### src/verilog/ofl_pkg.sv
// Purpose: Shared constants for the output fault live status bank
// Assumes: 8-bit registers on an 8-bit register access port
// Notes: Threshold codes are 8 bits scaled by 16 against a 12-bit monitor result
package ofl_pkg;

  // Register offsets
  localparam logic [7:0] OFL_OFF_CH1_LATCH = 8'h38;
  localparam logic [7:0] OFL_OFF_CH2_LATCH = 8'h39;
  localparam logic [7:0] OFL_OFF_HS_LATCH = 8'h3A;
  localparam logic [7:0] OFL_OFF_MV_LATCH = 8'h3B;
  localparam logic [7:0] OFL_OFF_CH1_LIVE = 8'h40;
  localparam logic [7:0] OFL_OFF_CH2_LIVE = 8'h41;
  localparam logic [7:0] OFL_OFF_HS_LIVE = 8'h42;
  localparam logic [7:0] OFL_OFF_MV_LIVE = 8'h43;
  localparam logic [7:0] OFL_OFF_HIGH_THR = 8'h4E;
  localparam logic [7:0] OFL_OFF_LOW_THR = 8'h4F;

  // Reset values
  localparam logic [7:0] OFL_RST_STATUS = 8'h00;
  localparam logic [7:0] OFL_RST_HIGH_THR = 8'hBA;
  localparam logic [7:0] OFL_RST_LOW_THR = 8'h4B;

  // Field positions, output channel registers
  localparam int OFL_SHORT_POS_BIT = 7;
  localparam int OFL_SHORT_NEG_BIT = 6;
  localparam int OFL_VG_POS_BIT = 5;
  localparam int OFL_VG_NEG_BIT = 4;
  localparam int OFL_REG_SHORT_BIT = 0;
  // Field positions, event registers
  localparam int OFL_HS_INSERT_BIT = 3;
  localparam int OFL_HS_REMOVE_BIT = 2;
  localparam int OFL_HS_BUTTON_BIT = 1;
  localparam int OFL_MON_UP_BIT = 7;
  localparam int OFL_MON_LOW_BIT = 6;
  localparam int OFL_VOICE_UP_BIT = 5;
  localparam int OFL_VOICE_DOWN_BIT = 4;

  // Implemented-bit masks; everything else reads zero
  localparam logic [7:0] OFL_MASK_CH1 = 8'hF0;
  localparam logic [7:0] OFL_MASK_CH2 = 8'hF1;
  localparam logic [7:0] OFL_MASK_HS = 8'h0E;
  localparam logic [7:0] OFL_MASK_MV = 8'hF0;

  // Monitor scaling
  localparam int OFL_MON_WIDTH = 12;
  localparam logic [11:0] OFL_MON_FULL_SCALE = 12'hFFF;
  localparam int OFL_THR_SHIFT = 4;

  // Threshold code to 12-bit monitor level: N*16 on a 4095 full scale
  function automatic logic [11:0] ofl_thr_level(input logic [7:0] thr);
    ofl_thr_level = {thr, 4'h0};
  endfunction : ofl_thr_level

endpackage : ofl_pkg

### src/verilog/ofl_thr_cmp.sv
// Purpose: Upper and lower threshold fault flags for the analog monitor
// Assumes: Monitor result and valid come from logic on clk_i
// Notes: Equality holds the current flag state, giving one code of hysteresis
`timescale 1ns/10ps
module ofl_thr_cmp (
  // Clock and reset
  input wire logic clk_i,
  input wire logic rst_i,
  // Monitor conversion
  input wire logic mon_valid_i,
  input wire logic [11:0] mon_result_i,
  // Thresholds
  input wire logic [7:0] high_thr_i,
  input wire logic [7:0] low_thr_i,
  // Fault flags
  output logic up_flt_o,
  output logic low_flt_o
);
  import ofl_pkg::*;

  typedef struct packed {
    logic up;
    logic low;
  } ofl_cmp_state_t;

  ofl_cmp_state_t st;
  ofl_cmp_state_t next_st;
  logic [11:0] hi_lvl;
  logic [11:0] lo_lvl;

  assign hi_lvl = ofl_thr_level(high_thr_i);
  assign lo_lvl = ofl_thr_level(low_thr_i);

  always_comb begin
    next_st = st;
    if (mon_valid_i) begin
      if (mon_result_i > hi_lvl) begin
        next_st.up = 1'b1;
      end else if (mon_result_i < hi_lvl) begin
        next_st.up = 1'b0;
      end
      if (mon_result_i < lo_lvl) begin
        next_st.low = 1'b1;
      end else if (mon_result_i > lo_lvl) begin
        next_st.low = 1'b0;
      end
    end
  end

  always_ff @(posedge clk_i) begin
    if (rst_i) begin
      st <= '0;
    end else begin
      st <= next_st;
    end
  end

  assign up_flt_o = st.up;
  assign low_flt_o = st.low;
endmodule : ofl_thr_cmp

### src/verilog/ofl_status_bank.sv
// Purpose: Live and latched output fault and event status bank with monitor thresholds
// Assumes: Fault and event inputs are asynchronous levels; register port is on clk_i
// Notes: Read data appear one cycle after the read strobe
`timescale 1ns/10ps
module ofl_status_bank (
  // Clock and reset
  input wire logic clk_i,
  input wire logic rst_i,
  // Register access port
  input wire logic [7:0] reg_addr_i,
  input wire logic reg_wr_i,
  input wire logic [7:0] reg_wdata_i,
  input wire logic reg_rd_i,
  output logic [7:0] reg_rdata_o,
  output logic reg_rvalid_o,
  // Output channel fault detectors
  input wire logic first_positive_output_short_i,
  input wire logic first_negative_output_short_i,
  input wire logic first_positive_driver_vg_i,
  input wire logic first_negative_driver_vg_i,
  input wire logic second_positive_output_short_i,
  input wire logic second_negative_output_short_i,
  input wire logic second_positive_driver_vg_i,
  input wire logic second_negative_driver_vg_i,
  input wire logic analog_regulator_short_i,
  // Headset and voice activity detectors
  input wire logic headset_insert_i,
  input wire logic headset_remove_i,
  input wire logic headset_button_i,
  input wire logic voice_activity_up_i,
  input wire logic voice_activity_down_i,
  // General analog monitor conversion
  input wire logic mon_valid_i,
  input wire logic [ofl_pkg::OFL_MON_WIDTH-1:0] mon_result_i,
  // Threshold outputs for the monitor path
  output logic [7:0] monitor_upper_limit_o,
  output logic [7:0] monitor_lower_limit_o
);
  import ofl_pkg::*;

  typedef struct packed {
    logic [31:0] sync1;
    logic [31:0] sync2;
    logic [7:0] high_thr;
    logic [7:0] low_thr;
    logic [7:0] lt_ch1;
    logic [7:0] lt_ch2;
    logic [7:0] lt_hs;
    logic [7:0] lt_mv;
    logic [7:0] rdata;
    logic rvalid;
  } ofl_bank_state_t;

  ofl_bank_state_t st;
  ofl_bank_state_t next_st;

  logic [31:0] raw;
  logic [7:0] first_channel_fault_bits;
  logic [7:0] second_channel_fault_bits;
  logic [7:0] headset_event_bits;
  logic [7:0] monitor_voice_event_bits;
  logic up_flt;
  logic low_flt;

  // Pin levels packed into register layout before the two-flop synchroniser
  always_comb begin
    raw = '0;
    raw[24 + OFL_SHORT_POS_BIT] = first_positive_output_short_i;
    raw[24 + OFL_SHORT_NEG_BIT] = first_negative_output_short_i;
    raw[24 + OFL_VG_POS_BIT] = first_positive_driver_vg_i;
    raw[24 + OFL_VG_NEG_BIT] = first_negative_driver_vg_i;
    raw[16 + OFL_SHORT_POS_BIT] = second_positive_output_short_i;
    raw[16 + OFL_SHORT_NEG_BIT] = second_negative_output_short_i;
    raw[16 + OFL_VG_POS_BIT] = second_positive_driver_vg_i;
    raw[16 + OFL_VG_NEG_BIT] = second_negative_driver_vg_i;
    raw[16 + OFL_REG_SHORT_BIT] = analog_regulator_short_i;
    raw[8 + OFL_HS_INSERT_BIT] = headset_insert_i;
    raw[8 + OFL_HS_REMOVE_BIT] = headset_remove_i;
    raw[8 + OFL_HS_BUTTON_BIT] = headset_button_i;
    raw[OFL_VOICE_UP_BIT] = voice_activity_up_i;
    raw[OFL_VOICE_DOWN_BIT] = voice_activity_down_i;
  end

  ofl_thr_cmp u_thr_cmp (
    .clk_i(clk_i),
    .rst_i(rst_i),
    .mon_valid_i(mon_valid_i),
    .mon_result_i(mon_result_i),
    .high_thr_i(st.high_thr),
    .low_thr_i(st.low_thr),
    .up_flt_o(up_flt),
    .low_flt_o(low_flt)
  );

  // Masks keep reserved bits at zero however the sync vector is laid out
  assign first_channel_fault_bits = st.sync2[31:24] & OFL_MASK_CH1;
  assign second_channel_fault_bits = st.sync2[23:16] & OFL_MASK_CH2;
  assign headset_event_bits = st.sync2[15:8] & OFL_MASK_HS;
  always_comb begin
    monitor_voice_event_bits = st.sync2[7:0] & OFL_MASK_MV;
    monitor_voice_event_bits[OFL_MON_UP_BIT] = up_flt;
    monitor_voice_event_bits[OFL_MON_LOW_BIT] = low_flt;
  end

  always_comb begin
    next_st = st;
    next_st.sync1 = raw;
    next_st.sync2 = st.sync1;
    next_st.rvalid = reg_rd_i;
    // Latched copies accumulate live bits; a read clears, but a live bit in the
    // same cycle sets again so no event slips through the clear
    next_st.lt_ch1 = st.lt_ch1 | first_channel_fault_bits;
    next_st.lt_ch2 = st.lt_ch2 | second_channel_fault_bits;
    next_st.lt_hs = st.lt_hs | headset_event_bits;
    next_st.lt_mv = st.lt_mv | monitor_voice_event_bits;
    if (reg_rd_i) begin
      unique case (reg_addr_i)
        OFL_OFF_CH1_LIVE: next_st.rdata = first_channel_fault_bits;
        OFL_OFF_CH2_LIVE: next_st.rdata = second_channel_fault_bits;
        OFL_OFF_HS_LIVE: next_st.rdata = headset_event_bits;
        OFL_OFF_MV_LIVE: next_st.rdata = monitor_voice_event_bits;
        OFL_OFF_HIGH_THR: next_st.rdata = st.high_thr;
        OFL_OFF_LOW_THR: next_st.rdata = st.low_thr;
        OFL_OFF_CH1_LATCH: begin
          next_st.rdata = st.lt_ch1;
          next_st.lt_ch1 = first_channel_fault_bits;
        end
        OFL_OFF_CH2_LATCH: begin
          next_st.rdata = st.lt_ch2;
          next_st.lt_ch2 = second_channel_fault_bits;
        end
        OFL_OFF_HS_LATCH: begin
          next_st.rdata = st.lt_hs;
          next_st.lt_hs = headset_event_bits;
        end
        OFL_OFF_MV_LATCH: begin
          next_st.rdata = st.lt_mv;
          next_st.lt_mv = monitor_voice_event_bits;
        end
        default: next_st.rdata = 8'h00;
      endcase
    end
    // Only the two thresholds take writes; status registers ignore them
    if (reg_wr_i && reg_addr_i == OFL_OFF_HIGH_THR) begin
      next_st.high_thr = reg_wdata_i;
    end
    if (reg_wr_i && reg_addr_i == OFL_OFF_LOW_THR) begin
      next_st.low_thr = reg_wdata_i;
    end
  end

  always_ff @(posedge clk_i) begin
    if (rst_i) begin
      st <= '0;
      st.high_thr <= OFL_RST_HIGH_THR;
      st.low_thr <= OFL_RST_LOW_THR;
      st.rdata <= OFL_RST_STATUS;
    end else begin
      st <= next_st;
    end
  end

  assign reg_rdata_o = st.rdata;
  assign reg_rvalid_o = st.rvalid;
  assign monitor_upper_limit_o = st.high_thr;
  assign monitor_lower_limit_o = st.low_thr;
endmodule : ofl_status_bank

### config.mk
export PLATFORM = sky130hd
export DESIGN_NAME = ofl_status_bank
export DESIGN_NICKNAME = d
export VERILOG_FILES = /design/src/verilog/ofl_pkg.sv /design/src/verilog/ofl_thr_cmp.sv /design/src/verilog/ofl_status_bank.sv
export SDC_FILE = /design/constraint.sdc
export NUM_CORES = 1
export LEC_CHECK = 0
export BUFFER_PORTS_ARGS = -buffer_cell sky130_fd_sc_hd__buf_2
export CORE_MARGIN = 2
export CORE_UTILIZATION = 58
export CTS_CLUSTER_DIAMETER = 150
export CTS_CLUSTER_SIZE = 30
export DETAILED_ROUTE_END_ITERATION = 8
export PLACE_DENSITY = 0.84
export SKIP_LAST_GASP = 1
export SYNTH_ARGS = -nofsm -noshare
export SYNTH_HDL_FRONTEND = slang
export SYNTH_SLANG_ARGS = --single-unit
### constraint.sdc
create_clock -name clk_i -period 4 [get_ports clk_i]
set_input_delay 0 -clock clk_i [delete_from_list [all_inputs] [get_ports clk_i]]
set_output_delay 0 -clock clk_i [all_outputs]
set_load 0.01 [all_outputs]
==> impl_metrics.json, run 1 <==
{
  "finalWorstPathRequiredPeriod_ps": 1620,
  "slowest_stage": "dfxtp_1",
  "antenna_found_initial": 0,
  "combPwrFrac": 0.095,
  "synth_area_leaders": "dfxtp_1, nor2b_1, ha_1, buf_4, a21oi_1",
  "overflow": 0,
  "synth_compound_area_frac": 0.158,
  "grt_use_total": 0.248,
  "mostFrequentLayoutCells": "dfxtp_1, buf_2, nor2b_1, a21oi_1, nor2_1",
  "yosys.area_share.xor_xnor": 0,
  "leakage_nw": 1.70,
  "setup_ws_ps": 2380,
  "drt_first_pass_iters": 5,
  "fp.dieW_microns": 80.2,
  "fill_cells": 436,
  "outcome": "completed",
  "layout.nets": 498,
  "seqPwrFrac": 0.522,
  "yosys_warnings": 0,
  "avgSynthCellArea_sq_um": 9.06,
  "clock_latency_ps": 340,
  "die_y_microns": 80.2,
  "wire_per_inst_microns": 14.9,
  "crit_chain": "inv_1, ha_1, and3_1, nand2_1, o31a_1, o221a_2",
  "ir_drop_mv": 0.292,
  "n_antenna_cell": 0,
  "fin_worst_skew_ps": 6.62,
  "seq_area_frac_synth": 0.422,
  "area_growth_pct": 17.7,
  "setup_viol": 0,
  "p_per_area_nw_per_um2": 358,
  "synth_top_family_by_area": "simple AND/OR/NAND/NOR gates",
  "drt_iter0_drc": 183,
  "end_kind": "flop",
  "io_buffers": 71,
  "grt_pass1_vias": 2655,
  "switching_share": 0.239,
  "crit_path_max_fanout": 4,
  "route.vias.total": 2916,
  "path_depth": 6,
  "route.detailed.drc": 0,
  "drv_cap": 0,
  "io_pins": 72,
  "path_clk_slew_ps": 70,
  "critPathLaunchType": "flop",
  "tightest_slew_ps": 633,
  "timing.fmax_mhz": 616,
  "muxShareOfSynthArea": 0.0420,
  "place_ws_ps": 2200,
  "cts_tree": "yes",
  "yosys.area_share.simple": 0.219,
  "synth-adder-area-share": 0.0594,
  "place_hpwl_mm": 5.34,
  "synth_nets": 435,
  "synthesis.area_sq_um": 3370,
  "min_path_cells": 4,
  "synth_area_leader_cell": "dfxtp_1",
  "detail-route-antenna-nets": 0,
  "cpLargestDelayFamily": "compound AO/OA/AOI/OAI gates",
  "p_sw_w": 0.000339,
  "final_util": 0.711,
  "critPathKind": "flop to flop",
  "power_w": 0.00142,
  "cts_root_buffer": "clkbuf_8",
  "ys_ff_latch": 71,
  "htree_levels": 3,
  "synth_cells": 372,
  "wl_mm": 7.60,
  "rows": 27,
  "maxSlewViolCount": 0,
  "p_clk_frac": 0.384,
  "cts_sinks": 71,
  "worst-r2r-cell-count": 6,
  "relSlewSlack": 0.577,
  "clock_path_buffers": 2,
  "cpPeakStageDelay_ps": 390,
  "cts_buffers": 9,
  "intPower_w": 0.00108,
  "tns_ps": 0,
  "timing_hold_violations_final": 0,
  "grt_pass1_wl_mm": 12.3,
  "rsz0062_at_grt": "no",
  "cp.required_ps": 4240,
  "synth_top_cell_area_share": 0.422,
  "cts_resized": 0,
  "grt_start_max_net_pins": 60,
  "gp_congestion": 0.917,
  "path_buf_inv": 1,
  "drive_above_1_share": 0.230,
  "cp.arrival_ps": 1860,
  "start_util": 0.604,
  "fin_crit_sh": 0.406,
  "min-delay-path-class": "input port to flop",
  "synth.distinct_cells": 44,
  "routed_via_density": 5.71,
  "fp.dieArea_sq_um": 6440,
  "coreArea_sq_um": 5570
}
worst reg2reg max path: cells and delay by family (launching register included):
kind                     cells  cell delay (ps)
flip-flops                   1              390
AND/OR/NAND/NOR              2              250
AO/OA/AOI/OAI                2              530
adder cells (fa/ha/maj)      1              300
buffers and inverters        1               60
Yosys cell counts:
library cell	n
dfxtp_1	71
nor2b_1	33
a21oi_1	28
buf_4	25
nor2_1	25
nand2_1	24
inv_1	19
nand3_1	18
ha_1	16
mux2i_1	13
clkbuf_1	10
nand4_1	8
and3_1	7
o21ai_0	7
a22oi_1	6
a32oi_1	6
and2_1	5
buf_2	5
o211ai_1	5
o2bb2ai_1	5
a221oi_2	4
a221oi_1	3
a22o_1	3
nor4_1	3
or3b_2	3
a21o_1	2
a21oi_2	1
and2b_1	1
and4_1	1
and4bb_2	1
buf_1	1
buf_6	1
mux2_2	1
nand4b_1	1
nor3b_1	1
nor4b_2	1
o21ai_1	1
o21ai_2	1
o221a_2	1
o31a_1	1
o31ai_1	1
or2_2	1
or4_1	1
or4b_4	1
through the flow:
step           cells  hold WS [ps]  area (sq um)
5_1_grt          511          33.7          3970
6_report         511          17.6          3970
2_1_floorplan    372          76.8          3370
3_3_place_gp     474           206          3560
4_1_cts          511          8.89          3970
3_5_place_dp     474           213          3560
power by group through the flow:
stage	Combinational [W]	Sequential, W	Clock (W)
2_1_floorplan	0.0000735	0.000754	0
3_3_place_gp	0.000111	0.000757	0
3_5_place_dp	0.000116	0.000758	0
4_1_cts	0.000133	0.000741	0.000557
5_1_grt	0.000150	0.000744	0.000585
6_report	0.000134	0.000742	0.000545
registers in the layout, indices dropped and copies added, names as in the netlist:
| name | cells |
|---|---|
| reg_rvalid_o | 1 |
| st | 16 |
| next_st | 14 |
| second_channel_fault_bits | 5 |
| headset_event_bits | 3 |
| u_thr_cmp.up_flt_o | 1 |
| u_thr_cmp.low_flt_o | 1 |
| monitor_upper_limit_o | 8 |
| monitor_lower_limit_o | 8 |
| monitor_voice_event_bits | 2 |
| reg_rdata_o | 8 |
| first_channel_fault_bits | 4 |
path summary, 6_finish.rpt:
check                           start                     to  slack [ps]
min reg2reg               next_st[66]  headset_event_bits[1]         440
max          monitor_upper_limit_o[6]     u_thr_cmp.up_flt_o        2380
min                       mon_valid_i    u_thr_cmp.low_flt_o          20
max reg2reg  monitor_upper_limit_o[6]     u_thr_cmp.up_flt_o        2380
routing by layer:
| layer | global-route usage | wire (microns) | vias up |
|---|---|---|---|
| met5 | 0 | 0 | - |
| met3 | 0.0562 | 450 | 21 |
| met4 | 0.100 | 185 | 0 |
| li1 | - | - | 1411 |
| met2 | 0.409 | 3720 | 118 |
| met1 | 0.313 | 3240 | 1366 |
cell families after synthesis:
family	count (synthesis)
adders and majority gates	16
AOI/OAI and AO/OA	75
DFF	71
and+or+nand+nor	135
buffers and inverters	61
muxes	14
area by class of cell:
type                    instances  area (sq um)  area share
inverters                      19          71.3      0.0180
clock buffers                  10           128      0.0322
repair buffers                 94           583       0.147
well taps                      72          90.1      0.0227
clock inverters                 5          60.1      0.0151
multi-input cells             240          1610       0.406
flip-flops and latches         71          1420       0.358
timing repair:
item,4_1_cts,5_1_grt
hold endpoints to repair,30,0
endpoints found under the setup margin,0,0
hold buffers,22,0
setup buffers,0,0
No activity file was read; power rests on OpenSTA's default activity.
==> run 2, diff against run 1 <==
- ABC_AREA: default -> 1
- CORE_UTILIZATION: 58 -> 49
- PLACE_DENSITY: 0.84 -> 0.76
- clock period: 4 -> 1.4 ns (I/O delays scaled with it)
==> impl_metrics.json, run 2 <==
{
  "end_kind": "flop",
  "fin_crit_sh": 0.985,
  "critPathLaunchType": "flop",
  "overflow": 0,
  "fill_cells": 606,
  "die_y_microns": 87.9,
  "outcome": "completed",
  "synth_edf_count": 0,
  "grt_pass1_wl_mm": 13.4,
  "synth_area_leaders": "dfxtp_1, nand2_1, nor2_1, buf_4, inv_1",
  "route.vias.total": 3162,
  "rows": 30,
  "routed_via_density": 4.99,
  "io_pins": 72,
  "path_clk_slew_ps": 80,
  "route.detailed.drc": 0,
  "tns_ps": 0,
  "mostFrequentLayoutCells": "buf_2, nand2_1, dfxtp_1, nor2_1, inv_1",
  "yosys_warnings": 0,
  "fp.dieW_microns": 87.9,
  "path_buf_inv": 2,
  "wire_per_inst_microns": 13.4,
  "tightest_slew_ps": 357,
  "n_antenna_cell": 0,
  "avgSynthCellArea_sq_um": 7.65,
  "synth_cells": 451,
  "synth.most_common_cell": "dfxtp_1",
  "ir_drop_mv": 0.644,
  "synth_commonest_cells": "dfxtp_1, nand2_1, nor2_1",
  "p_per_area_nw_per_um2": 977,
  "synth_area_leader_cell": "dfxtp_1",
  "grt_use_total": 0.228,
  "cts_buffers": 9,
  "gp_congestion": 0.868,
  "relSlewSlack": 0.760,
  "leakage_nw": 2.07,
  "drive_above_1_share": 0.260,
  "top_register": "st",
  "cts_root_buffer": "clkbuf_8",
  "wl_mm": 8.52,
  "timing_hold_violations_final": 0,
  "synth_top_cell_area_share": 0.412,
  "cts_tree": "yes",
  "critPathKind": "flop to flop",
  "rsz0062_at_grt": "yes",
  "cts_sinks": 71,
  "timing.hold.ws_ps": 40.1,
  "antenna_found_initial": 0,
  "grt_start_max_net_pins": 54,
  "power_w": 0.00421,
  "clock_path_buffers": 2,
  "crit_chain": "inv_2, ha_4, inv_2, o21bai_1, nand3_1, a21oi_1, nand3b_1, a21oi_1",
  "synthesis.area_sq_um": 3450,
  "setup_viol": 0,
  "fp.dieArea_sq_um": 7720,
  "finalWorstPathRequiredPeriod_ps": 1380,
  "start_util": 0.508,
  "seq_area_frac_synth": 0.412,
  "place_hpwl_mm": 6.03,
  "cpPeakStageDelay_ps": 340,
  "coreArea_sq_um": 6790,
  "cp.required_ps": 1640,
  "final_util": 0.634,
  "crit_path_max_fanout": 2,
  "clock_latency_ps": 350,
  "io_buffers": 71,
  "cpLargestDelayFamily": "compound AO/OA/AOI/OAI gates",
  "synth_nets": 514,
  "synth.distinct_cells": 31,
  "ys_ff_latch": 71,
  "drt_first_pass_iters": 4,
  "largest_reg_flops": 16,
  "drv_cap": 0,
  "grt_pass1_vias": 2872,
  "timing.fmax_mhz": 725,
  "final_common_cell": "buf_2",
  "maxSlewViolCount": 0,
  "fin_worst_skew_ps": 8.25,
  "area_growth_pct": 24.8,
  "cp.arrival_ps": 1620,
  "synthFlopType": "dfxtp_1",
  "detail-route-antenna-nets": 0,
  "drt_iter0_drc": 217,
  "slowest_stage": "dfxtp_2",
  "layout.nets": 596,
  "htree_levels": 3,
  "async_flop_share": 0,
  "min-delay-path-class": "input port to flop"
}
run 2: stage by stage:
step / instance area (sq um) / worst slack [ps] / instances
after floorplan: 3450 / 148 / 451
after global placement: 3770 / 53.4 / 591
after detailed placement: 3770 / 59.0 / 591
after CTS: 4220 / 31.6 / 632
after global routing: 4300 / -50.4 / 634
final: 4300 / 21.0 / 634
run 2: what timing repair did:
action | CTS | global route
buffers inserted | 0 | 2
setup endpoints to repair | 0 | 2
hold buffers | 25 | 0
resized for setup | 0 | 16
endpoints found under the hold margin | 33 | 0
run 2: kinds of logic (layout without fill, tap and decap cells):
family / after synthesis / in the layout / synth area share
and+or+nand+nor: 202 / 202 / 0.287
buffers and inverters: 97 / 184 / 0.139
DFF: 71 / 71 / 0.412
AOI/OAI and AO/OA: 65 / 65 / 0.104
adders and majority gates: 16 / 16 / 0.0581
run 2: final cells by class:
class                      instances  area (sq um)  area share
sequential                        71          1430       0.333
inverter                          60           228      0.0529
clock buffer                      11           141      0.0328
tap                               96           120      0.0279
timing repair buffer             108           721       0.167
clock inverter                     5          57.6      0.0134
multi-input combinational        283          1610       0.373
run 2: worst min-delay path, stage by stage:
cell and delay [ps]:
buf_2 140, nand3_4 130, a21oi_1 70
run 2: layer usage:
metal	track usage	routed length, microns	vias up
met4	0.0811	137	0
met5	0	0	-
met2	0.366	3960	102
met1	0.299	3910	1445
li1	-	-	1601
met3	0.0566	515	14
run 2: where the power goes:
group	switching, W	internal, W
combinational	0.000240	0.000197
clock	0.000775	0.000868
sequential	0.0000363	0.00209
run 2: worst paths after layout:
check                           start                           end  slack, ps  cells past startpoint
max reg2reg  monitor_lower_limit_o[1]           u_thr_cmp.low_flt_o         20                      8
min reg2reg               next_st[78]  second_channel_fault_bits[5]        400                      2
max          monitor_lower_limit_o[1]           u_thr_cmp.low_flt_o         20                      8
min                          reg_wr_i      monitor_upper_limit_o[6]         40                      3
==> run 3, diff against run 2 <==
- ABC_AREA: 1 -> default
==> impl_metrics.json, run 3 (synthesis gave the netlist of run 1 again) <==
{
  "outcome": "complete, but fails checks",
  "violations": "setup timing",
  "n_antenna_cell": 0,
  "setup_viol": 1,
  "drive_above_1_share": 0.315,
  "endpoint": "u_thr_cmp.up_flt_o",
  "largest_reg_flops": 16,
  "area_growth_pct": 28.7,
  "detail-route-antenna-nets": 0,
  "r2r_end": "u_thr_cmp.up_flt_o",
  "tns_ps": -94.1,
  "routed_via_density": 5.36,
  "timing.fmax_mhz": 669,
  "cp.required_ps": 1650,
  "wire_per_inst_microns": 14.9,
  "route.detailed.drc": 0,
  "fin_crit_sh": 1.07,
  "wl_mm": 8.29,
  "drv_cap": 0,
  "grt_pass1_vias": 2798,
  "drt_first_pass_iters": 4,
  "final_common_cell": "buf_2",
  "layout.nets": 534,
  "cts_root_buffer": "clkbuf_8",
  "fin_worst_skew_ps": 10.4,
  "path_clk_slew_ps": 90,
  "p_per_area_nw_per_um2": 978,
  "grt_use_total": 0.228,
  "r2r_start": "monitor_upper_limit_o[5]",
  "ir_drop_mv": 0.737,
  "cts_tree": "yes",
  "rows": 30,
  "relSlewSlack": 0.691,
  "rsz0062_at_grt": "yes",
  "route.vias.total": 2980,
  "mostFrequentLayoutCells": "buf_2, dfxtp_1, nor2b_1, buf_4, a21oi_1",
  "antenna_found_initial": 0,
  "htree_levels": 3,
  "worst-r2r-cell-count": 6,
  "leakage_nw": 1.89,
  "dp_cells": 514,
  "crit_path_max_fanout": 2,
  "cp.arrival_ps": 1740,
  "fp.dieArea_sq_um": 7560,
  "grt_pass1_wl_mm": 13.1,
  "slowest_stage": "dfxtp_2",
  "stdcell_count": 556,
  "cts_buffers": 9,
  "clock_latency_ps": 360,
  "clock_path_buffers": 2,
  "cpPeakStageDelay_ps": 330,
  "critPathKind": "flop to flop",
  "tightest_slew_ps": 462,
  "gp_congestion": 0.881,
  "end_kind": "flop",
  "top_register": "st",
  "startpoint": "monitor_upper_limit_o[5]",
  "crit_chain": "inv_1, ha_1, and3_4, nand2_2, o31a_1, o221a_2",
  "critPathLaunchType": "flop",
  "stdcell_area_sq_um": 4340,
  "setup_ws_ps": -94.1,
  "io_pins": 72,
  "drt_iter0_drc": 144,
  "maxSlewViolCount": 0,
  "finalWorstPathRequiredPeriod_ps": 1490,
  "start_util": 0.501,
  "final_util": 0.645,
  "power_w": 0.00424,
  "coreArea_sq_um": 6720,
  "place_hpwl_mm": 5.88,
  "timing_hold_violations_final": 0,
  "place_area_sq_um": 3830,
  "overflow": 0,
  "io_buffers": 71,
  "die_y_microns": 86.9,
  "r2r_slack_ps": -90,
  "cts_sinks": 71,
  "fp.dieW_microns": 86.9,
  "min-delay-path-class": "input port to flop",
  "grt_start_max_net_pins": 26
}
==> run 3: cell types whose count changed in the layout (fill, tap and decap cells not counted), moves of 15 or more <==
cell	previous run	this run
buf_4	10	33
nand2_1	68	23
nor2_1	60	25
inv_1	52	17
nand3_1	33	18
nor2b_1	0	33
==> run 3: where the power goes <==
part	total [W]	switching, W	leakage, nW	internal [W]
sequential	0.00212	0.0000298	0.580	0.00209
combinational	0.000437	0.000211	1.21	0.000226
clock	0.00169	0.000842	0.105	0.000844
total	0.00424	0.00108	1.89	0.00316
==> run 3: stage by stage <==
stage,worst slack [ps],hold slack (ps)
6_report,-94.1,35.8
5_1_grt,-140,32.3
2_1_floorplan,-45.9,76.8
4_1_cts,-57.2,15.9
3_3_place_gp,-61.1,206
3_5_place_dp,-85.4,213
==> run 3: area by class of cell <==
class                      instances  area, sq um
multi-input combinational        240         1650
inverter                          19         71.3
fill                             551         2380
sequential                        71         1430
clock buffer                       9          124
tap                               80          100
clock inverter                     7         78.8
timing repair buffer             130          883
==> run 3: worst min path at each step <==
stage,from,end,cells past startpoint
6_report,reg_addr_i[1],reg_rdata_o[0],4
5_1_grt,reg_wr_i,monitor_upper_limit_o[0],3
4_1_cts,reg_addr_i[1],reg_rdata_o[0],4
3_5_place_dp,voice_activity_down_i,next_st[61],2
3_3_place_gp,first_positive_driver_vg_i,next_st[86],2
2_1_floorplan,rst_i,reg_rvalid_o,1
==> run 3: worst max-delay path: cells and delay by family, from the launching register on <==
family / cells / cell delay, ps
flops: 1 / 330
compound gates: 2 / 490
simple gates: 2 / 240
fa+ha+maj: 1 / 280
buf+inv: 1 / 40
==> run 3: metal layers <==
layer,vias up,GRT usage,part of all wire
li1,1490,-,-
met1,1367,0.271,0.42
met2,99,0.376,0.49
met3,24,0.0588,0.055
met4,0,0.124,0.030
met5,-,0,0
==> run 3: repair_timing <==
item | CTS | global route
hold buffers | 24 | 0
endpoints found under the hold margin | 32 | 0
pin swaps | 2 | 3
gates resized for setup | 7 | 4
buffers inserted | 1 | 1
endpoints found under the setup margin | 1 | 2
